==> config.mk <==
export PLATFORM = sky130hd
export DESIGN_NAME = lpsmc_top
export DESIGN_NICKNAME = d
export VERILOG_FILES = /design/src/hdl/lpsmc_pkg.sv /design/src/hdl/lpsmc_top.sv
export SDC_FILE = /design/constraint.sdc
export NUM_CORES = 1
export LEC_CHECK = 0
export BUFFER_PORTS_ARGS = -buffer_cell sky130_fd_sc_hd__buf_2
export CORE_UTILIZATION = 50
export DETAILED_ROUTE_END_ITERATION = 8
export HOLD_SLACK_MARGIN = 0.12
export MAX_ROUTING_LAYER = met4
export PLACE_DENSITY_LB_ADDON = 0.08
export SYNTH_ARGS = -nofsm -noshare
export SYNTH_HDL_FRONTEND = slang
export SYNTH_SLANG_ARGS = --single-unit
==> constraint.sdc <==
create_clock -name clk -period 2.2 [get_ports clk]
set_input_delay 0.22 -clock clk [delete_from_list [all_inputs] [get_ports clk]]
set_output_delay 0.22 -clock clk [all_outputs]
set_load 0.02 [all_outputs]
==> src/hdl/lpsmc_pkg.sv <==
package lpsmc_pkg;
  // Clock and sequencing times
  localparam int CLK_PERIOD_NS = 40;
  localparam int ENTRY_TIME_NS = 200; // Window before regulator hand-over
  localparam int EXIT_TIME_NS = 400; // Regulator and clock restore time
  localparam int ENTRY_CYC = (ENTRY_TIME_NS + CLK_PERIOD_NS - 1) / CLK_PERIOD_NS;
  localparam int EXIT_CYC = (EXIT_TIME_NS + CLK_PERIOD_NS - 1) / CLK_PERIOD_NS;
  localparam int CNT_W = 8;

  // Register byte offsets
  localparam logic [7:0] OFF_CTRL = 8'h00;
  localparam logic [7:0] OFF_STATUS = 8'h04;
  localparam logic [7:0] OFF_RSTAT = 8'h08;

  // Control register fields
  localparam int CTRL_SEL_LSB = 0;
  localparam int CTRL_VAR_LSB = 3;
  localparam int CTRL_VERY_LOW_POWER_RUN_BIT = 5;
  localparam int CTRL_PISO_ACK_BIT = 6;

  // Status register fields
  localparam int STAT_VERY_LOW_POWER_RUN_BIT = 0;
  localparam int STAT_ABORT_BIT = 1;
  localparam int STAT_PINHOLD_BIT = 2;
  localparam int STAT_WKPEND_BIT = 3;
  localparam int STAT_HOLD_BIT = 4;
  localparam int STAT_DBGACK_BIT = 5;
  localparam int STAT_STATE_LSB = 8;
  localparam int STAT_KIND_LSB = 12;

  // Reset status fields
  localparam int RS_PIN_BIT = 0;
  localparam int RS_WAKE_BIT = 1;

  // Stop mode select and variant encodings
  localparam logic [2:0] SEL_STOP = 3'h0;
  localparam logic [2:0] SEL_VERY_LOW_POWER_STOP = 3'h2;
  localparam logic [2:0] SEL_LLS = 3'h3;
  localparam logic [2:0] SEL_VLLS = 3'h4;
  localparam logic [1:0] VAR_VLLS0 = 2'h0;
  localparam logic [1:0] VAR_VLLS1 = 2'h1;

  // Bus responses
  localparam logic [1:0] RESP_OKAY = 2'h0;
  localparam logic [1:0] RESP_SLVERR = 2'h2;

  typedef enum logic [2:0] {
    ST_RUN = 3'h0,
    ST_ENTRY = 3'h1,
    ST_STOP = 3'h3,
    ST_EXIT = 3'h2,
    ST_WAIT = 3'h6,
    ST_EMU = 3'h7
  } lpsmc_state_t;

  typedef enum logic [2:0] {
    K_STOP = 3'h0,
    K_VERY_LOW_POWER_STOP = 3'h1,
    K_LLS = 3'h2,
    K_VLLS0 = 3'h3,
    K_VLLS1 = 3'h4,
    K_VLLS3 = 3'h5
  } lpsmc_kind_t;
endpackage : lpsmc_pkg

==> src/hdl/lpsmc_top.sv <==
// Functional notes
// - Deep sleep in VLP run with select 010 or 000 enters VLP stop.
// - Deep sleep in run with select 010 enters VLP stop; exit returns to run.
// - VLP stop keeps the regulator in stop regulation.
// - Async interrupt wakes VLP stop to VLP run unless entered from run.
// - System reset during VLP stop returns to normal run.
// - Low-leakage stop enterable from run or VLP run by deep sleep.
// - Low-leakage stop: regulator in stop regulation, peripherals retained idle.
// - Low-leakage wake returns to run with wakeup interrupt pending.
// - Reset pin in low-leakage stop exits to run, sets pin and wake causes.
// - Three very-low-leakage variants, enterable from run or VLP run.
// - Very-low-leakage stop powers logic off; register contents lost.
// - Very-low-leakage wake returns to run with wakeup interrupt pending.
// - Pins latch on very-low-leakage entry; isolation ack write releases them.
// - Reset pin in very-low-leakage stop exits to run, sets both causes.
// - Secured chip disables debugger power-up handling.
// - Power-up requests answered by matching acks in run, wait and emulated stop modes.
// - Both debug requests turn stop or VLP stop into emulated stop.
// - No debug in leakage stops; debug resumes after low-leakage wake.
// - Very-low-leakage entry powers off debug controls.
// - Deep-stop debug request holds system in reset after deep recovery.
// - Deep-stop debug ack releases the core; cleared by next deep recovery.
// - Interrupt or reset before regulator hand-over aborts entry, sets flag.
//
// Implementation choices: the register offsets and register access over AXI4-Lite.
`timescale 1ns/10ps
`default_nettype none
module lpsmc_top
  import lpsmc_pkg::*;
#(
  parameter int AW = 8,
  parameter int ENTRY_CYCLES = ENTRY_CYC,
  parameter int EXIT_CYCLES = EXIT_CYC
) (
  input wire logic clk,
  input wire logic reset,
  input wire logic [AW-1:0] s_axi_awaddr,
  input wire logic s_axi_awvalid,
  output logic s_axi_awready,
  input wire logic [31:0] s_axi_wdata,
  input wire logic [3:0] s_axi_wstrb,
  input wire logic s_axi_wvalid,
  output logic s_axi_wready,
  output logic [1:0] s_axi_bresp,
  output logic s_axi_bvalid,
  input wire logic s_axi_bready,
  input wire logic [AW-1:0] s_axi_araddr,
  input wire logic s_axi_arvalid,
  output logic s_axi_arready,
  output logic [31:0] s_axi_rdata,
  output logic [1:0] s_axi_rresp,
  output logic s_axi_rvalid,
  input wire logic s_axi_rready,
  input wire logic core_sleep_entry,
  input wire logic core_deep_sleep_bit,
  input wire logic async_wake_irq,
  input wire logic wakeup_unit_wake,
  input wire logic sys_reset_req,
  input wire logic ext_reset_pin,
  input wire logic chip_secure,
  input wire logic system_powerup_request,
  input wire logic debug_powerup_request,
  output logic system_powerup_ack,
  output logic debug_powerup_ack,
  input wire logic deep_stop_debug_request,
  input wire logic deep_stop_debug_ack,
  output logic regulator_stop,
  output logic clock_gen_enable,
  output logic sys_clock_gate,
  output logic core_clock_enable,
  output logic periph_access_block,
  output logic state_retention,
  output logic logic_power_off,
  output logic pin_latch_hold,
  output logic wakeup_irq_pending,
  output logic core_hold_reset,
  output logic debug_access_enable,
  output logic debug_domain_off
);

  typedef struct packed {
    lpsmc_state_t st;
    lpsmc_kind_t kind;
    logic from_very_low_power_run;
    logic exit_very_low_power_run;
    logic exit_vlls;
    logic exit_wake;
    logic [CNT_W-1:0] cnt;
    logic run_vlp;
    logic [2:0] sel;
    logic [1:0] var_sel;
    logic aborted;
    logic pin_hold;
    logic wk_pend;
    logic hold_core;
    logic dbg_ack;
    logic rs_pin;
    logic rs_wake;
    logic aw_held;
    logic [AW-1:0] aw_addr;
    logic w_held;
    logic [31:0] wdata;
    logic [3:0] wstrb;
    logic bvalid;
    logic [1:0] bresp;
    logic rvalid;
    logic [31:0] rdata;
    logic [1:0] rresp;
    logic o_reg_stop;
    logic o_clkgen_off;
    logic o_sysclk_gate;
    logic o_core_clk_off;
    logic o_periph_block;
    logic o_retain;
    logic o_logic_off;
    logic o_dbg_en;
    logic o_dbg_off;
  } lpsmc_regs_t;

  localparam logic [CNT_W-1:0] ENTRY_LAST = CNT_W'(ENTRY_CYCLES - 1);
  localparam logic [CNT_W-1:0] EXIT_LAST = CNT_W'(EXIT_CYCLES - 1);
  localparam logic [CNT_W-1:0] CNT_ONE = CNT_W'(1);

  lpsmc_regs_t r_q;
  lpsmc_regs_t r_d;

  // Next-state logic for bus slave, mode sequencer and outputs
  always_comb begin
    logic wr_go;
    logic wr_lo;
    logic hit_ctrl;
    logic hit_stat;
    logic hit_rst;
    logic rst_any;
    logic dbg_both;
    logic lowleak;
    logic vlls;
    logic do_exit;
    logic nlowleak;
    logic nvlls;
    lpsmc_kind_t dk;
    wr_go = 1'b0;
    wr_lo = 1'b0;
    hit_ctrl = 1'b0;
    hit_stat = 1'b0;
    hit_rst = 1'b0;
    rst_any = sys_reset_req | ext_reset_pin;
    dbg_both = system_powerup_request & debug_powerup_request & ~chip_secure;
    lowleak = 1'b0;
    vlls = 1'b0;
    do_exit = 1'b0;
    nlowleak = 1'b0;
    nvlls = 1'b0;
    dk = K_STOP;
    r_d = r_q;

    // Write address and data captured independently
    if (s_axi_awvalid && !r_q.aw_held) begin
      r_d.aw_held = 1'b1;
      r_d.aw_addr = s_axi_awaddr;
    end
    if (s_axi_wvalid && !r_q.w_held) begin
      r_d.w_held = 1'b1;
      r_d.wdata = s_axi_wdata;
      r_d.wstrb = s_axi_wstrb;
    end
    if (r_q.bvalid && s_axi_bready) begin
      r_d.bvalid = 1'b0;
    end
    wr_go = r_q.aw_held & r_q.w_held & ~r_q.bvalid;
    wr_lo = wr_go & r_q.wstrb[0];
    hit_ctrl = (r_q.aw_addr[AW-1:2] == OFF_CTRL[AW-1:2]);
    hit_stat = (r_q.aw_addr[AW-1:2] == OFF_STATUS[AW-1:2]);
    hit_rst = (r_q.aw_addr[AW-1:2] == OFF_RSTAT[AW-1:2]);
    if (wr_go) begin
      r_d.aw_held = 1'b0;
      r_d.w_held = 1'b0;
      r_d.bvalid = 1'b1;
      r_d.bresp = (hit_ctrl | hit_stat | hit_rst) ? RESP_OKAY : RESP_SLVERR;
    end

    // Register write effects; clears first so hardware sets win
    if (wr_lo && hit_ctrl) begin
      r_d.sel = r_q.wdata[CTRL_SEL_LSB +: 3];
      r_d.var_sel = r_q.wdata[CTRL_VAR_LSB +: 2];
      if (r_q.st == ST_RUN) begin
        r_d.run_vlp = r_q.wdata[CTRL_VERY_LOW_POWER_RUN_BIT];
      end
      if (r_q.wdata[CTRL_PISO_ACK_BIT]) begin
        r_d.pin_hold = 1'b0;
      end
    end
    if (wr_lo && hit_stat) begin
      if (r_q.wdata[STAT_ABORT_BIT]) begin
        r_d.aborted = 1'b0;
      end
      if (r_q.wdata[STAT_WKPEND_BIT]) begin
        r_d.wk_pend = 1'b0;
      end
    end
    if (wr_lo && hit_rst) begin
      if (r_q.wdata[RS_PIN_BIT]) begin
        r_d.rs_pin = 1'b0;
      end
      if (r_q.wdata[RS_WAKE_BIT]) begin
        r_d.rs_wake = 1'b0;
      end
    end

    // Read channel, one access at a time
    if (r_q.rvalid && s_axi_rready) begin
      r_d.rvalid = 1'b0;
    end
    if (s_axi_arvalid && !r_q.rvalid) begin
      r_d.rvalid = 1'b1;
      r_d.rresp = RESP_OKAY;
      r_d.rdata = 32'h0000_0000;
      if (s_axi_araddr[AW-1:2] == OFF_CTRL[AW-1:2]) begin
        r_d.rdata[CTRL_SEL_LSB +: 3] = r_q.sel;
        r_d.rdata[CTRL_VAR_LSB +: 2] = r_q.var_sel;
        r_d.rdata[CTRL_VERY_LOW_POWER_RUN_BIT] = r_q.run_vlp;
      end else if (s_axi_araddr[AW-1:2] == OFF_STATUS[AW-1:2]) begin
        r_d.rdata[STAT_VERY_LOW_POWER_RUN_BIT] = r_q.run_vlp;
        r_d.rdata[STAT_ABORT_BIT] = r_q.aborted;
        r_d.rdata[STAT_PINHOLD_BIT] = r_q.pin_hold;
        r_d.rdata[STAT_WKPEND_BIT] = r_q.wk_pend;
        r_d.rdata[STAT_HOLD_BIT] = r_q.hold_core;
        r_d.rdata[STAT_DBGACK_BIT] = r_q.dbg_ack;
        r_d.rdata[STAT_STATE_LSB +: 3] = r_q.st;
        r_d.rdata[STAT_KIND_LSB +: 3] = r_q.kind;
      end else if (s_axi_araddr[AW-1:2] == OFF_RSTAT[AW-1:2]) begin
        r_d.rdata[RS_PIN_BIT] = r_q.rs_pin;
        r_d.rdata[RS_WAKE_BIT] = r_q.rs_wake;
      end else begin
        r_d.rresp = RESP_SLVERR;
      end
    end

    // Stop kind decode from select and variant
    if (r_q.sel == SEL_LLS) begin
      dk = K_LLS;
    end else if (r_q.sel == SEL_VLLS) begin
      if (r_q.var_sel == VAR_VLLS0) begin
        dk = K_VLLS0;
      end else if (r_q.var_sel == VAR_VLLS1) begin
        dk = K_VLLS1;
      end else begin
        dk = K_VLLS3;
      end
    end else if (r_q.run_vlp) begin
      dk = K_VERY_LOW_POWER_STOP;
    end else if (r_q.sel == SEL_VERY_LOW_POWER_STOP) begin
      dk = K_VERY_LOW_POWER_STOP;
    end else begin
      dk = K_STOP;
    end
    vlls = (r_q.kind == K_VLLS0) | (r_q.kind == K_VLLS1) | (r_q.kind == K_VLLS3);
    lowleak = (r_q.kind == K_LLS) | vlls;

    // Reset pin always records its cause
    if (ext_reset_pin) begin
      r_d.rs_pin = 1'b1;
    end

    // Mode sequencer
    case (r_q.st)
      ST_RUN: begin
        if (rst_any) begin
          r_d.run_vlp = 1'b0;
        end else if (core_sleep_entry && !r_q.hold_core) begin
          if (!core_deep_sleep_bit) begin
            r_d.st = ST_WAIT;
          end else begin
            r_d.kind = dk;
            r_d.from_very_low_power_run = r_q.run_vlp;
            if ((dk == K_STOP || dk == K_VERY_LOW_POWER_STOP) && dbg_both) begin
              r_d.st = ST_EMU;
            end else begin
              r_d.st = ST_ENTRY;
              r_d.cnt = '0;
            end
          end
        end
      end
      ST_WAIT: begin
        if (rst_any) begin
          r_d.st = ST_RUN;
          r_d.run_vlp = 1'b0;
        end else if (async_wake_irq) begin
          r_d.st = ST_RUN;
        end
      end
      ST_EMU: begin
        if (rst_any) begin
          r_d.st = ST_RUN;
          r_d.run_vlp = 1'b0;
        end else if (async_wake_irq) begin
          r_d.st = ST_RUN;
        end
      end
      ST_ENTRY: begin
        if (rst_any || async_wake_irq || wakeup_unit_wake) begin
          r_d.st = ST_RUN;
          r_d.aborted = 1'b1;
          if (rst_any) begin
            r_d.run_vlp = 1'b0;
          end
        end else if (r_q.cnt == ENTRY_LAST) begin
          r_d.st = ST_STOP;
          if (vlls) begin
            r_d.pin_hold = 1'b1;
          end
        end else begin
          r_d.cnt = r_q.cnt + CNT_ONE;
        end
      end
      ST_STOP: begin
        r_d.exit_very_low_power_run = 1'b0;
        r_d.exit_wake = 1'b0;
        r_d.exit_vlls = vlls;
        if (rst_any) begin
          do_exit = 1'b1;
          r_d.pin_hold = 1'b0;
          if (ext_reset_pin && lowleak) begin
            r_d.rs_wake = 1'b1;
          end
        end else if (!lowleak && async_wake_irq) begin
          do_exit = 1'b1;
          r_d.exit_very_low_power_run = (r_q.kind == K_VERY_LOW_POWER_STOP) & r_q.from_very_low_power_run;
        end else if (lowleak && wakeup_unit_wake) begin
          do_exit = 1'b1;
          r_d.exit_wake = 1'b1;
        end
        if (do_exit) begin
          r_d.st = ST_EXIT;
          r_d.cnt = '0;
        end
      end
      ST_EXIT: begin
        if (r_q.cnt == EXIT_LAST) begin
          r_d.st = ST_RUN;
          r_d.run_vlp = r_q.exit_very_low_power_run;
          if (r_q.exit_wake) begin
            r_d.wk_pend = 1'b1;
          end
          if (r_q.exit_vlls) begin
            r_d.sel = SEL_STOP;
            r_d.var_sel = VAR_VLLS0;
            r_d.dbg_ack = 1'b0;
            r_d.hold_core = deep_stop_debug_request;
          end
        end else begin
          r_d.cnt = r_q.cnt + CNT_ONE;
        end
      end
      default: begin
        r_d.st = ST_RUN;
      end
    endcase

    // Debugger acknowledge sets the bit and frees a held core
    if (deep_stop_debug_ack && !chip_secure) begin
      r_d.dbg_ack = 1'b1;
    end
    if (r_q.hold_core && r_q.dbg_ack) begin
      r_d.hold_core = 1'b0;
    end

    // Registered power and clock controls from the next state
    nvlls = (r_d.kind == K_VLLS0) | (r_d.kind == K_VLLS1) | (r_d.kind == K_VLLS3);
    nlowleak = (r_d.kind == K_LLS) | nvlls;
    r_d.o_reg_stop = (r_d.st == ST_STOP)
                   | ((r_d.st == ST_RUN || r_d.st == ST_WAIT) & r_d.run_vlp)
                   | ((r_d.st == ST_ENTRY) & r_d.from_very_low_power_run)
                   | ((r_d.st == ST_EXIT) & r_d.exit_very_low_power_run);
    r_d.o_clkgen_off = (r_d.st == ST_STOP);
    r_d.o_sysclk_gate = (r_d.st == ST_STOP) | (r_d.st == ST_EMU);
    r_d.o_core_clk_off = (r_d.st != ST_RUN) & (r_d.st != ST_EMU);
    r_d.o_periph_block = (r_d.st == ST_EMU);
    r_d.o_retain = (r_d.st == ST_STOP) & (r_d.kind == K_LLS);
    r_d.o_logic_off = (r_d.st == ST_STOP) & nvlls;
    r_d.o_dbg_off = (r_d.st == ST_STOP) & nvlls;
    r_d.o_dbg_en = ~chip_secure & ~((r_d.st == ST_STOP) & nlowleak);
  end

  // State register
  always_ff @(posedge clk or posedge reset) begin
    if (reset) begin
      r_q <= '0;
    end else begin
      r_q <= r_d;
    end
  end

  // Bus handshakes
  assign s_axi_awready = ~r_q.aw_held;
  assign s_axi_wready = ~r_q.w_held;
  assign s_axi_bvalid = r_q.bvalid;
  assign s_axi_bresp = r_q.bresp;
  assign s_axi_arready = ~r_q.rvalid;
  assign s_axi_rvalid = r_q.rvalid;
  assign s_axi_rdata = r_q.rdata;
  assign s_axi_rresp = r_q.rresp;

  // Debugger power-up acknowledges in run, wait and emulated stop modes
  assign system_powerup_ack = system_powerup_request & ~chip_secure
                            & ((r_q.st == ST_RUN) | (r_q.st == ST_WAIT) | (r_q.st == ST_EMU));
  assign debug_powerup_ack = debug_powerup_request & ~chip_secure
                           & ((r_q.st == ST_RUN) | (r_q.st == ST_WAIT) | (r_q.st == ST_EMU));

  // Power, clock and pin controls
  assign regulator_stop = r_q.o_reg_stop;
  assign clock_gen_enable = ~r_q.o_clkgen_off;
  assign sys_clock_gate = r_q.o_sysclk_gate;
  assign core_clock_enable = ~r_q.o_core_clk_off;
  assign periph_access_block = r_q.o_periph_block;
  assign state_retention = r_q.o_retain;
  assign logic_power_off = r_q.o_logic_off;
  assign pin_latch_hold = r_q.pin_hold;
  assign wakeup_irq_pending = r_q.wk_pend;
  assign core_hold_reset = r_q.hold_core;
  assign debug_access_enable = r_q.o_dbg_en;
  assign debug_domain_off = r_q.o_dbg_off;

endmodule : lpsmc_top
`default_nettype wire

==> impl_metrics.env <==
export IMPL_cts_sinks=71
export IMPL_synth_top_area_share=0.4875
export IMPL_crit_path_end_kind="output pin"
export IMPL_ys_seq_area_frac=0.4875
export IMPL_p_sw_mw=1.528
export IMPL_synth_area_sq_um=3645
export IMPL_io_pins=125
export IMPL_vdd_drop_max_v=0.0006462
export IMPL_synthTopCellsByArea="dfrtp_1, buf_4, mux2_2"
export IMPL_ys_types=53
export IMPL_wire_per_inst_microns=13.90
export IMPL_h_tree_depth=3
export IMPL_path_class="reg -> out"
export IMPL_place_area_sq_um=4031
export IMPL_crit_slowest_cell="dfrtp_1"
export IMPL_dr_total_vias=2857
export IMPL_period_needed_ps=2086
export IMPL_pwr_share_clk=0.258
export IMPL_drt_wl_total_microns=7768
export IMPL_drtPass1Iterations=4
export IMPL_yosys_warnings=0
export IMPL_track_usage=0.2248
export IMPL_portBuffers=70
export IMPL_fmax_ghz=0.4794
export IMPL_nNetsFinal=531
export IMPL_coreArea_sq_um=6907
export IMPL_area_growth_pct=23.34
export IMPL_dieArea_sq_um=7635
export IMPL_routed_top_layer="met4"
export IMPL_cts_buffers=9
export IMPL_clk_latency_ps=340
export IMPL_clkTransAtPathRegs_ps=80
export IMPL_wl_met3_microns=315
export IMPL_grt_pass1_wl_microns=12640
export IMPL_power_frac_comb=0.314
export IMPL_drtIter0Drc=154
export IMPL_gp_congestion=0.8583
export IMPL_tritoncts="done"
export IMPL_synth_cells=362
export IMPL_cts_buffer_depth=2
export IMPL_seqPwrFrac=0.428
export IMPL_finClkSkew_ps=6.571
export IMPL_met2WireLength_microns=3805
export IMPL_rsz0062_at_grt="false"
export IMPL_diodes=0
export IMPL_p_int_mw=2.943
export IMPL_outcome="finished clean"
export IMPL_netSwitchingFraction=0.3418
export IMPL_die_width_microns=87.38
export IMPL_max_slew_margin_rel=0.5677
export IMPL_max_slew_worst_pin_slew_ps=642.6
export IMPL_p_leak_nw=2.255
export IMPL_arrival_ps=1870
export IMPL_slowest_delay_ps=470
export IMPL_grt_pass1_vias=2673
export IMPL_fin_area_sq_um=4496
export IMPL_synthTopCellsByCount="dfrtp_1, buf_4, nand2_1, nor2_1, inv_1"
export IMPL_critPathLaunchType="register"
export IMPL_viasPerCell=5.111
export IMPL_synth_top_area_cell="dfrtp_1"
export IMPL_post_route_period_util=0.9481
export IMPL_drive_above_1_share=0.2959
export IMPL_maxSlewViolCount=0
export IMPL_hold_path_class="in -> reg"
export IMPL_p_per_area_nw_per_um2=994.6
export IMPL_postSynthAreaPerCell_sq_um=10.07
export IMPL_overflow=0
export IMPL_cp_cell_sequence="buf_4 -> or3_1 -> a21oi_2 -> and2_1 -> buf_2"
export IMPL_synthMostInstantiatedCell="dfrtp_1"
export IMPL_hpwlAfterDp_microns=5548
export IMPL_die_h_microns=87.38
export IMPL_fill_cells=631
export IMPL_cp_max_fo=6
export IMPL_cts_root_buf="clkbuf_8"
export IMPL_drcViolationCount=0
export IMPL_synth_edf_count=0
export IMPL_setup_tns_ps=0
export IMPL_antenna_found_initial=0
export IMPL_worstPathRequired_ps=1980
export IMPL_hold_viol=0
export IMPL_power_mw=4.471
export IMPL_rows=30
export IMPL_synth_ff_latch_count=71
export IMPL_start_util=0.5277
export IMPL_synth_async_reset_ratio=1.000
export IMPL_yosys_most_used_dff="dfrtp_1"
export IMPL_grt_max_degree=72
export IMPL_maxCapViolations=0
export IMPL_m1WireLength_microns=3556
export IMPL_setup_violations_final=0
export IMPL_ant_nets=0
timing repair:
| action | 4_1_cts | 5_1_grt |
|---|---|---|
| setup buffers | 0 | 3 |
| hold buffers | 20 | 0 |
| endpoints found under the hold margin | 90 | 0 |
| gates resized for setup | 0 | 5 |
| setup endpoints to repair | 0 | 9 |
cell families (layout without fill, tap and decap cells):
kind of cell,count (synthesis),in the layout,share of synthesized area
adder cells (fa/ha/maj),3,3,0.01030
XOR/XNOR,2,2,0.004807
AO/OA/AOI/OAI,67,67,0.1281
other,1,22,0.001029
flip-flops,71,71,0.4875
buffers and inverters,72,152,0.1129
multiplexers,24,24,0.07140
AND/OR/NAND/NOR,122,122,0.1840
worst max-delay path, delay by kind of cell, from the launching register on:
family,cells,cell delay [ps]
buffers and inverters,2,340
flip-flops,1,470
AO/OA/AOI/OAI,1,180
AND/OR/NAND/NOR,2,540
area by class of cell:
cell class	instances	area (sq um)	share of cell area
clock buffers	10	137.6	0.03062
clock inverters	6	83.83	0.01865
inverters	23	86.33	0.01920
multi-input cells	240	1555	0.3460
flip-flops and latches	71	1777	0.3952
well taps	96	120.1	0.02672
repair buffers	113	735.7	0.1637
cell usage in the layout, fill, tap and decap left out, types with 4 or more instances in the layout:
cell type and count:
o21ai_0 9, a21oi_1 15, inv_1 22, nand3_1 14, and2_1 5, buf_4 22
buf_2 70, nor2b_1 10, nand2b_1 7, a222oi_1 4, nand2_1 27, clkbuf_8 10
and3_1 6, dfrtp_1 71, nor2_1 24, conb_1 22, mux2_2 16, nor4_1 4
o31ai_1 5, dlygate4sd3_1 20, a22o_1 10, mux2i_1 8, o21ai_1 7
power by group through the flow:
stage	combinational [mW]	clock (mW)	sequential, mW
floorplan	1.01	0	1.86
global placement	1.30	0	1.92
detailed placement	1.33	0	1.94
CTS	1.36	1.18	1.92
global route	1.56	1.23	1.96
finish	1.40	1.15	1.91
final timing paths:
kind	startpoint	end	slack, ps	cells past startpoint
max in group asynchronous	reset	r_q[5]	1400	4
hold / removal	s_axi_bready	s_axi_bvalid	140	3
min in group asynchronous	reset	s_axi_rdata[0]	480	4
hold reg to reg	s_axi_rresp[1]	s_axi_rresp[1]	480	2
setup / recovery	r_q[122]	system_powerup_ack	110	5
setup reg to reg	r_q[106]	r_q[110]	140	8
through the flow:
| stage | std cells | util | setup WS [ps] | hold WS [ps] |
|---|---|---|---|---|
| 5_1_grt | 559 | 0.6509 | 6.853 | 145.5 |
| 2_1_floorplan | 383 | - | 139.8 | 283.1 |
| 3_5_place_dp | 520 | 0.5837 | 5.012 | 333.0 |
| 4_1_cts | 556 | 0.6447 | 18.39 | 130.2 |
| 6_report | 559 | 0.6509 | 114.1 | 144.8 |
| 3_3_place_gp | 520 | 0.5837 | 63.94 | 330.0 |
registers in the layout (all words and copies together) (netlist names):
register	count
s_axi_bresp	1
debug_domain_off	1
regulator_stop	1
s_axi_bvalid	1
r_q	46
pin_latch_hold	1
wakeup_irq_pending	1
s_axi_rresp	1
s_axi_rvalid	1
periph_access_block	1
core_hold_reset	1
sys_clock_gate	1
s_axi_rdata	12
state_retention	1
debug_access_enable	1
per-layer routing:
metal	track usage	vias to the layer above
met4	0.08942	0
met1	0.2839	1358
met3	0.03886	8
li1	-	1405
met2	0.3601	86
met5	-	-
Note: power is estimated with default switching activity, not from simulation.
